`config.mk`:
```
export PLATFORM = sky130hd
export DESIGN_NAME = lbst_tracker
export DESIGN_NICKNAME = d
export VERILOG_FILES = /design/src/lbst_pkg.sv /design/src/lbst_bank.sv /design/src/lbst_tracker.sv
export VERILOG_INCLUDE_DIRS = /design/src /design/src/src
export SDC_FILE = /design/constraint.sdc
export NUM_CORES = 1
export LEC_CHECK = 0
export ABC_AREA = 1
export BUFFER_PORTS_ARGS = -buffer_cell sky130_fd_sc_hd__buf_4
export CORE_ASPECT_RATIO = 0.75
export CORE_MARGIN = 2
export CORE_UTILIZATION = 58
export CTS_BUF_LIST = sky130_fd_sc_hd__clkbuf_2
export DETAILED_ROUTE_END_ITERATION = 7
export PLACE_DENSITY = 0.82
export SKIP_CTS_REPAIR_TIMING = 1
export SLEW_MARGIN = 20
export SYNTH_ARGS = -nofsm -noshare
export SYNTH_HDL_FRONTEND = slang
export SYNTH_HIERARCHICAL = 1
export SYNTH_SLANG_ARGS = --single-unit
```
`constraint.sdc`:
```
create_clock -name clk -period 3.3 [get_ports clk]
set_clock_uncertainty 0.15 [all_clocks]
set_input_delay 0 -clock clk [delete_from_list [all_inputs] [get_ports clk]]
set_output_delay 0 -clock clk [all_outputs]
set_load 0.01 [all_outputs]
```
`src/lbst_params.svh`:
```
`ifndef LBST_PARAMS_SVH
`define LBST_PARAMS_SVH
// Contract
// - commands count only with clock enable high twice and exit time over
// - any command outside the state tables is flagged illegal
// - a bank is idle only after reset, precharge or auto precharge plus tRP, or refresh plus tRFCpb
// - a bank is active after activate plus tRCD with nothing in progress
// - read without auto precharge holds reading until burst ends or stops
// - write without auto precharge holds writing until burst ends or stops
// - precharge occupies the bank for tRP, then idle
// - activate occupies the bank for tRCD, then active
// - read or write with auto precharge occupies bank until tRP, then idle
// - per-bank refresh occupies that bank for tRFCpb, then idle
// - all-bank refresh occupies the device for tRFCab, then all idle
// - mode register read lasts tMRR; from idle all idle, else active kept
// - mode register write lasts tMRW, then all banks idle
// - precharge all lasts tRP, then every bank idle
// - precharge to an idle bank still imposes full tRP
// - burst terminate stops the latest burst, any bank, back to active
// - read or write to a bursting bank starts a new burst
// - a read to another bank starts reading there whatever bank n does
// - mode register read moves device to idle or active register reading
// - auto precharge bit closes the bank once the burst finishes
`define LBST_NUM_BANKS 8
`define LBST_BANK_W 3
// timer width bounds every cycle count below
`define LBST_TMR_W 8
`define LBST_RP_CYC 4
`define LBST_RCD_CYC 4
`define LBST_BURST_CYC 4
`define LBST_RFCPB_CYC 30
`define LBST_RFCAB_CYC 60
`define LBST_MRR_CYC 2
`define LBST_MRW_CYC 5
`define LBST_INIT_CYC 100
`define LBST_XP_CYC 3
`endif

```
`src/lbst_pkg.sv`:
```
`default_nettype none
`include "lbst_params.svh"
package lbst_pkg;

  typedef enum logic [3:0] {
    OP_NOP, OP_ACT, OP_RD, OP_WR, OP_PRE, OP_PREA,
    OP_REFPB, OP_REFAB, OP_MRR, OP_MRW, OP_RESET, OP_BST
  } lbst_op_t;

  typedef enum logic [3:0] {
    BK_IDLE, BK_ACTIVATING, BK_ACTIVE, BK_READING, BK_WRITING,
    BK_RD_AP, BK_WR_AP, BK_PRECHARGING, BK_REFRESHING
  } lbst_bank_st_t;

  typedef enum logic [2:0] {
    DV_NORMAL, DV_REF_ALL, DV_MRR_IDLE, DV_MRR_ACT, DV_MRR_RST,
    DV_MRW, DV_PRE_ALL, DV_RESETTING
  } lbst_dev_st_t;

  typedef enum logic [2:0] {
    ERR_NONE, ERR_CKE, ERR_BUSY, ERR_BANK, ERR_STATE
  } lbst_err_t;

  typedef struct packed {
    logic                     valid;
    lbst_op_t                 op;
    logic [`LBST_BANK_W-1:0]  bank;
    logic                     ap;
  } lbst_cmd_t;

endpackage
`default_nettype wire

```
`src/lbst_bank.sv`:
```
`timescale 1ns/1ps
`default_nettype none
`include "lbst_params.svh"
module lbst_bank
  import lbst_pkg::*;
#(
  parameter int TW    = `LBST_TMR_W,
  parameter int RP    = `LBST_RP_CYC,
  parameter int RCD   = `LBST_RCD_CYC,
  parameter int BURST = `LBST_BURST_CYC,
  parameter int RFCPB = `LBST_RFCPB_CYC
)
(
  input  wire logic          clk,
  input  wire logic          srst,
  input  wire logic          sel,
  input  wire lbst_op_t      op,
  input  wire logic          ap,
  input  wire logic          pre_all,
  input  wire logic          bst,
  output wire lbst_bank_st_t st_o,
  output wire logic          accept_o,
  output wire logic          pre_ok_o
);

  lbst_bank_st_t   st_reg;
  lbst_bank_st_t   st_next;
  logic [TW-1:0]   tmr_reg;
  logic [TW-1:0]   tmr_next;

  wire idle      = (st_reg == BK_IDLE);
  wire tmr_done  = (tmr_reg == '0);
  wire burst_src = st_reg inside {BK_ACTIVE, BK_READING, BK_WRITING};
  wire act_ok    = sel & (op == OP_ACT) & idle;
  wire rd_ok     = sel & (op == OP_RD) & burst_src;
  wire wr_ok     = sel & (op == OP_WR) & burst_src;
  wire ref_ok    = sel & (op == OP_REFPB) & idle;
  wire pre_one   = sel & (op == OP_PRE) & pre_ok_o;
  wire pre_go    = pre_one | pre_all;
  wire bst_ok    = bst & (st_reg inside {BK_READING, BK_WRITING});

  // precharge is valid on idle as well as on open rows
  assign pre_ok_o = st_reg inside {BK_IDLE, BK_ACTIVE,
                                   BK_READING, BK_WRITING};
  // transitional states accept nothing addressed to them
  assign accept_o = act_ok | rd_ok | wr_ok | ref_ok | pre_one;
  assign st_o     = st_reg;

  always_comb
  begin
    st_next  = st_reg;
    tmr_next = tmr_done ? tmr_reg : tmr_reg - 1'b1;
    if (pre_go)
    begin
      st_next  = BK_PRECHARGING;
      tmr_next = TW'(RP - 1);
    end
    else if (act_ok)
    begin
      st_next  = BK_ACTIVATING;
      tmr_next = TW'(RCD - 1);
    end
    else if (rd_ok | wr_ok)
    begin
      // new burst from active, reading or writing
      if (ap)
      begin
        st_next  = rd_ok ? BK_RD_AP : BK_WR_AP;
        tmr_next = TW'(BURST + RP - 1);
      end
      else
      begin
        st_next  = rd_ok ? BK_READING : BK_WRITING;
        tmr_next = TW'(BURST - 1);
      end
    end
    else if (ref_ok)
    begin
      st_next  = BK_REFRESHING;
      tmr_next = TW'(RFCPB - 1);
    end
    else if (bst_ok)
    begin
      st_next = BK_ACTIVE;
    end
    else if (tmr_done)
    begin
      case (st_reg)
        BK_ACTIVATING:  st_next = BK_ACTIVE;
        BK_READING:     st_next = BK_ACTIVE;
        BK_WRITING:     st_next = BK_ACTIVE;
        BK_RD_AP:       st_next = BK_IDLE;
        BK_WR_AP:       st_next = BK_IDLE;
        BK_PRECHARGING: st_next = BK_IDLE;
        BK_REFRESHING:  st_next = BK_IDLE;
        default:        st_next = st_reg;
      endcase
    end
  end

  always_ff @(posedge clk)
  begin
    if (srst)
    begin
      st_reg  <= BK_IDLE;
      tmr_reg <= '0;
    end
    else
    begin
      st_reg  <= st_next;
      tmr_reg <= tmr_next;
    end
  end

endmodule
`default_nettype wire

```
`src/lbst_tracker.sv`:
```
`timescale 1ns/1ps
`default_nettype none
`include "lbst_params.svh"
module lbst_tracker
  import lbst_pkg::*;
#(
  parameter int NB    = `LBST_NUM_BANKS,
  parameter int BW    = `LBST_BANK_W,
  parameter int TW    = `LBST_TMR_W,
  parameter int RP    = `LBST_RP_CYC,
  parameter int RCD   = `LBST_RCD_CYC,
  parameter int BURST = `LBST_BURST_CYC,
  parameter int RFCPB = `LBST_RFCPB_CYC,
  parameter int RFCAB = `LBST_RFCAB_CYC,
  parameter int MRR   = `LBST_MRR_CYC,
  parameter int MRW   = `LBST_MRW_CYC,
  parameter int INIT  = `LBST_INIT_CYC,
  parameter int XP    = `LBST_XP_CYC
)
(
  input  wire logic                     clk,
  input  wire logic                     srst,
  input  wire logic                     cke,
  input  wire lbst_cmd_t                cmd,
  output wire lbst_bank_st_t [NB-1:0]   bank_state,
  output lbst_dev_st_t                  dev_state,
  output logic [BW-1:0]                 last_bank,
  output logic                          cmd_accept,
  output logic                          cmd_illegal,
  output lbst_err_t                     err_cause,
  output logic                          cmd_ready,
  output logic                          all_idle
);

  // clock enable history and exit wait
  logic            cke_prev_reg;
  logic [TW-1:0]   xit_reg;
  logic [TW-1:0]   xit_next;

  // device-wide state
  lbst_dev_st_t    dev_st_reg;
  lbst_dev_st_t    dev_st_next;
  logic [TW-1:0]   dtm_reg;
  logic [TW-1:0]   dtm_next;

  // most recent burst owner
  logic [BW-1:0]   last_bank_reg;
  logic            last_vld_reg;

  // registered results
  logic            accept_reg;
  logic            illegal_reg;
  lbst_err_t       err_reg;
  lbst_err_t       err_next;

  // per-bank vectors
  wire [NB-1:0]    bank_sel;
  wire [NB-1:0]    bank_bst;
  wire [NB-1:0]    bank_acc;
  wire [NB-1:0]    pre_ok_vec;
  wire [NB-1:0]    idle_vec;
  wire [NB-1:0]    mrr_blk_vec;

  // clock enable gating
  wire cke_rise = cke & ~cke_prev_reg;
  wire xit_done = (xit_reg == '0);
  wire cke_ok   = cke & cke_prev_reg & xit_done;

  // every rise restarts the exit wait, so even a one-cycle dip of the
  // enable costs the whole wait again
  assign xit_next = cke_rise ? TW'(XP)
                  : (xit_done ? xit_reg : xit_reg - 1'b1);

  // command decode
  wire is_cmd     = cmd.valid & (cmd.op != OP_NOP);
  wire dev_free   = (dev_st_reg == DV_NORMAL);
  wire dev_rst    = (dev_st_reg == DV_RESETTING);
  wire go         = is_cmd & cke_ok & dev_free;
  wire bank_op    = cmd.op inside {OP_ACT, OP_RD, OP_WR,
                                   OP_PRE, OP_REFPB};
  // only reachable when fewer banks are built than the field can name
  wire bank_range = (int'(cmd.bank) < NB);
  wire all_idle_w = &idle_vec;
  wire rw_op      = cmd.op inside {OP_RD, OP_WR};

  // burst terminate follows the last burst, not the bank field
  lbst_bank_st_t last_st;
  assign last_st = bank_state[last_bank_reg];

  // a burst that already ran out leaves nothing to stop, so refuse it
  wire bst_go = go & (cmd.op == OP_BST) & last_vld_reg
              & (last_st inside {BK_READING, BK_WRITING});

  // device-wide commands
  wire prea_go  = go & (cmd.op == OP_PREA) & (&pre_ok_vec);
  wire refab_go = go & (cmd.op == OP_REFAB) & all_idle_w;
  wire mrw_go   = go & (cmd.op == OP_MRW) & all_idle_w;
  wire rst_go   = go & (cmd.op == OP_RESET) & all_idle_w;
  wire mrr_go   = go & (cmd.op == OP_MRR) & ~(|mrr_blk_vec);
  wire mrr_rst  = is_cmd & cke_ok & dev_rst
                & (cmd.op == OP_MRR);

  wire dev_acc  = prea_go | refab_go | mrw_go | rst_go
                | mrr_go | mrr_rst;
  wire acc_w    = (|bank_acc) | bst_go | dev_acc;
  wire ill_w    = is_cmd & ~acc_w;
  wire burst_go = go & rw_op & (|bank_acc);

  genvar gi;
  generate
    for (gi = 0; gi < NB; gi = gi + 1)
    begin : g_bank
      assign bank_sel[gi] = go & bank_op & bank_range
                          & (cmd.bank == BW'(gi));
      assign bank_bst[gi] = bst_go & (last_bank_reg == BW'(gi));
      assign idle_vec[gi] = (bank_state[gi] == BK_IDLE);
      // register reads wait out bursts and refresh
      assign mrr_blk_vec[gi] = ~(bank_state[gi] inside
        {BK_IDLE, BK_ACTIVE, BK_ACTIVATING, BK_PRECHARGING});

      lbst_bank #(
        .TW    (TW),
        .RP    (RP),
        .RCD   (RCD),
        .BURST (BURST),
        .RFCPB (RFCPB)
      ) u_bank (
        .clk      (clk),
        .srst     (srst),
        .sel      (bank_sel[gi]),
        .op       (cmd.op),
        .ap       (cmd.ap),
        .pre_all  (prea_go),
        .bst      (bank_bst[gi]),
        .st_o     (bank_state[gi]),
        .accept_o (bank_acc[gi]),
        .pre_ok_o (pre_ok_vec[gi])
      );
    end
  endgenerate

  // device-wide timed states; banks keep their own state meanwhile
  always_comb
  begin
    dev_st_next = dev_st_reg;
    dtm_next    = (dtm_reg == '0) ? dtm_reg : dtm_reg - 1'b1;
    case (dev_st_reg)
      DV_NORMAL:
      begin
        if (prea_go)
        begin
          dev_st_next = DV_PRE_ALL;
          dtm_next    = TW'(RP - 1);
        end
        else if (refab_go)
        begin
          dev_st_next = DV_REF_ALL;
          dtm_next    = TW'(RFCAB - 1);
        end
        else if (mrw_go)
        begin
          dev_st_next = DV_MRW;
          dtm_next    = TW'(MRW - 1);
        end
        else if (rst_go)
        begin
          dev_st_next = DV_RESETTING;
          dtm_next    = TW'(INIT - 1);
        end
        else if (mrr_go)
        begin
          // idle banks end idle, open banks end active
          dev_st_next = all_idle_w ? DV_MRR_IDLE : DV_MRR_ACT;
          dtm_next    = TW'(MRR - 1);
        end
      end
      // a register read ends the reset wait early; the rest is dropped
      DV_RESETTING:
      begin
        if (mrr_rst)
        begin
          dev_st_next = DV_MRR_RST;
          dtm_next    = TW'(MRR - 1);
        end
        else if (dtm_reg == '0)
        begin
          dev_st_next = DV_NORMAL;
        end
      end
      DV_REF_ALL, DV_MRR_IDLE, DV_MRR_ACT, DV_MRR_RST,
      DV_MRW, DV_PRE_ALL:
      begin
        if (dtm_reg == '0)
        begin
          dev_st_next = DV_NORMAL;
        end
      end
      // an unused code falls back to normal rather than locking up
      default:
      begin
        dev_st_next = DV_NORMAL;
        dtm_next    = '0;
      end
    endcase
  end

  // cause of a refused command, most basic first
  always_comb
  begin
    err_next = ERR_NONE;
    if (ill_w)
    begin
      if (!cke_ok)
      begin
        err_next = ERR_CKE;
      end
      else if (!dev_free && !dev_rst)
      begin
        err_next = ERR_BUSY;
      end
      else if (bank_op && !bank_range)
      begin
        err_next = ERR_BANK;
      end
      else
      begin
        err_next = ERR_STATE;
      end
    end
  end

  always_ff @(posedge clk)
  begin
    if (srst)
    begin
      cke_prev_reg <= 1'b0;
      xit_reg      <= '0;
    end
    else
    begin
      cke_prev_reg <= cke;
      xit_reg      <= xit_next;
    end
  end

  always_ff @(posedge clk)
  begin
    if (srst)
    begin
      dev_st_reg <= DV_NORMAL;
      dtm_reg    <= '0;
    end
    else
    begin
      dev_st_reg <= dev_st_next;
      dtm_reg    <= dtm_next;
    end
  end

  // refused reads and writes leave the burst owner where it was
  always_ff @(posedge clk)
  begin
    if (srst)
    begin
      last_bank_reg <= '0;
      last_vld_reg  <= 1'b0;
    end
    else if (burst_go)
    begin
      last_bank_reg <= cmd.bank;
      last_vld_reg  <= 1'b1;
    end
  end

  // answers stand for one cycle, from the edge that took the command
  always_ff @(posedge clk)
  begin
    if (srst)
    begin
      accept_reg  <= 1'b0;
      illegal_reg <= 1'b0;
      err_reg     <= ERR_NONE;
    end
    else
    begin
      accept_reg  <= acc_w;
      illegal_reg <= ill_w;
      err_reg     <= err_next;
    end
  end

  assign dev_state   = dev_st_reg;
  assign last_bank   = last_bank_reg;
  assign cmd_accept  = accept_reg;
  assign cmd_illegal = illegal_reg;
  assign err_cause   = err_reg;
  // only a register read is taken while the device resets
  assign cmd_ready   = cke_ok & (dev_free | dev_rst);
  assign all_idle    = all_idle_w & dev_free;

endmodule
`default_nettype wire

```
==> results by group <==
Logic synthesis
  – Top FF cell, synth: dfxtp_1
  – Yosys warnings: 6
  – Post-synth cell types: 38
  – Flops & latches, synth: between 100 and 150
  – Cell Area, Synth: 10,700 um^2
  – Syn_nets: 1,745
  – Syn_area_per_cell: 6.24 um^2
  – Register area share after synthesis: 0.234
  – Mapped Cells: 1,713
  – Ys async rst share: 0
  – Number of synthesized flops with an enable pin: 0

Drt
  – Via/cell ratio: approximately 5.4
  – DR pass1 iterations: 7
  – DR vias: between 10,000 and 15,000
  – DR iter-0 viols: roughly 1,000
  – Wire per inst: 13.9 um
  – Remaining antenna violation count: 0
  – Routed WL: 29,200 um
  – DRC: 0

Clocking
  – Clock Sinks: 125
  – Later-pin clock latency in the skew report: around 700 ps
  – CTS H-tree lvls: 4
  – CTS tree: yes
  – CTS root buf: clkbuf_2
  – Total CTS buffers: 17
  – Clk buf depth: 2
  – CTS clk-pin slew, worst paths: approximately 230 ps

Placed design
  – HPWL after DPL: 21,900 um
  – Pre-CTS WS: -86.5 ps
  – IO buf count: 56
  – GPL Wtd Cong: 1.03
  – Placed instance area: roughly 12,000 um^2
  – Post-Place Cells: 2,034

GRT
  – GRT met2 Usage: 0.458
  – Largest net degree at the start of global routing: 35
  – Gr usage total: 0.292
  – Initial antenna violation count: 1
  – Global route overflow: 0
  – First-pass GRT wire length: 46,900 um
  – GR Layer Usage met1: 0.414
  – GR peak layer: met2
  – Vias in the first global route: 9,899
  – Grt met3 use: 0.0548

Final layout
  – Count of non-filler cells in the finished layout: 2,095
  – Most common cell after layout, fill and taps aside: nand2_1
  – Share of cells above drive strength 1: 0.231
  – Layout net count: 1,871
  – Fill cells: around 1,600
  – Footprint of the multi-input gates: 7600 um^2
  – Most frequent cells in the layout: 418 x nand2_1, 306 x nor2_1, 198 x inv_1, 132 x nand3_1, 120 x dfxtp_1
  – Storage cell area: 2510 um^2
  – Layout area overhead: 15.4%
  – Max FFs per register: 64
  – Post-Layout Inst Area: about 12,000 um^2

Floorplan
  – Core area: around 18,000 um^2
  – Row cnt: 42
  – Starting Density: 0.598
  – Chip Width: 161 um
  – Ports: 57
  – DIE HEIGHT: 122 um
  – Total die area: 19,500 um^2

Timing
  – Worst-margin pin slew: 578 ps
  – Final min period: 3210 ps
  – Max Freq: between 300 and 400 MHz
  – Hold slack: 72.8 ps
  – Relative slew slack: 0.612
  – Worst Slack Setup Final: 87.1 ps
  – Slew Limit Fails: 0
  – Fin crit share: 0.974
  – Fin. Hold Viols: 0
  – Final setup fails: 0
  – Sum Neg Setup Slack: 0 ps

Worst setup path
  – CP Max Fanout: 7
  – R2r endpoint: last_bank[2]
  – Worst reg-to-reg setup slack: 90 ps
  – Worst path max stage delay: 370 ps
  – Max stage delay cell, worst path: dfxtp_2
  – Crit. Startpoint: xit_reg[4]
  – Launching point of the worst reg2reg path: xit_reg[4]
  – CP Capture Type: flop
  – CP startpoint kind: flop
  – Critical path class: reg2reg
  – Worst Path Required: 3800 ps
  – Reg2Reg Depth: 23
  – CP Data Arrival Time: 3710 ps
  – Crit-path cells: nor2_2 > nand2_4 > nor2_8 > nand3_4 > nor2_4 > inv_2 > a21oi_4 > nand2_4 > nor3_4 > nand2_1 > inv_1 > nand2_1 > nor2_2 > nand2_2 > nand3_4 > inv_2 > nand3_1 > nor4_2 > buf_4 > nand2_2 > nand4_4 > o21ai_2 > a21oi_1

Run
  – Max-Cap Viols: 0

Outcome
  – Status: completed

Hold path
  – Hold Crit Depth: 4
  – Worst hold path endpoint: last_bank[0]
  – Min-Delay Path Class: in2reg
  – Min-delay src: cmd[1]

Power and ir drop
  – P_leak: about 6.5 nW
  – Power per standard cell area: 547 nW/um^2
  – Worst VDD drop: 0.490 mV
## how the worst max path moves through the flow
stage,cells past startpoint,endpoint
final,23,last_bank[2]
after global routing,23,last_bank[2]
after global placement,24,last_bank[1]
after floorplan,24,last_bank[0]
after CTS,22,last_bank[2]
after detailed placement,22,last_bank[2]
## logic make-up after synthesis
family                     synth area share
buffers and inverters                0.0776
DFF                                   0.234
and+or+nand+nor                       0.561
AOI/OAI and AO/OA                    0.0551
adders and majority gates            0.0234
xor gates and xnor gates             0.0483
## critical path, delay by kind of cell (launching register included)
family,cells,cell delay (ps)
buf+inv,4,330
compound gates,3,410
flops,1,370
simple gates,16,1890
## routing by layer
metal | vias up | part of all wire
met1 | 5085 | 0.46
met3 | 51 | 0.086
met4 | 0 | 0.021
met5 | - | 0
li1 | 5653 | -
met2 | 424 | 0.44
## per-stage QoR
stage	total power, mW	utilization
detailed placement	5.61	0.649
CTS	6.63	0.662
global placement	5.53	0.649
floorplan	4.93	-
finish	6.75	0.690
global route	7.37	0.690
## synth_stat cells (2+ instances only)
| cell | count | area [um^2] |
|---|---|---|
| nand2_2 | 74 | 463 |
| nor3_1 | 35 | 175 |
| and2_2 | 3 | 22.5 |
| nor3_2 | 44 | 440 |
| nor2_2 | 43 | 269 |
| clkbuf_1 | 2 | 7.51 |
| nor2_8 | 4 | 80.1 |
| inv_1 | 202 | 758 |
| dfxtp_1 | 125 | 2500 |
| nor4_1 | 3 | 18.8 |
| nand4_1 | 16 | 100 |
| nor3_4 | 7 | 114 |
| a21oi_2 | 4 | 35.0 |
| nor2_4 | 31 | 349 |
| and2_1 | 5 | 31.3 |
| nand3_4 | 9 | 158 |
| a21oi_1 | 37 | 185 |
| nand2_4 | 12 | 135 |
| o21a_1 | 8 | 60.1 |
| nand2_1 | 427 | 1600 |
| xnor2_1 | 12 | 105 |
| nor2_1 | 313 | 1170 |
| ha_1 | 20 | 250 |
| nand3_1 | 138 | 691 |
| nand3_2 | 15 | 150 |
| inv_2 | 14 | 52.6 |
| o21ai_1 | 7 | 35.0 |
| xor2_1 | 47 | 412 |
| o21ai_0 | 47 | 235 |
## power breakdown
part,total [mW],switching (mW),internal (mW)
combinational,3.61,2.14,1.47
clock,0.999,0.648,0.351
sequential,2.15,0.272,1.88
total,6.75,3.06,3.69
## layout make-up
type,count,area share
clock inverters,14,0.0118
clock buffers,18,0.00730
well taps,242,0.0245
repair buffers,110,0.0706
inverters,216,0.0657
diodes,1,0.000203
flip-flops and latches,125,0.204
multi-input cells,1369,0.616
No activity file was read; power rests on OpenSTA's default activity.
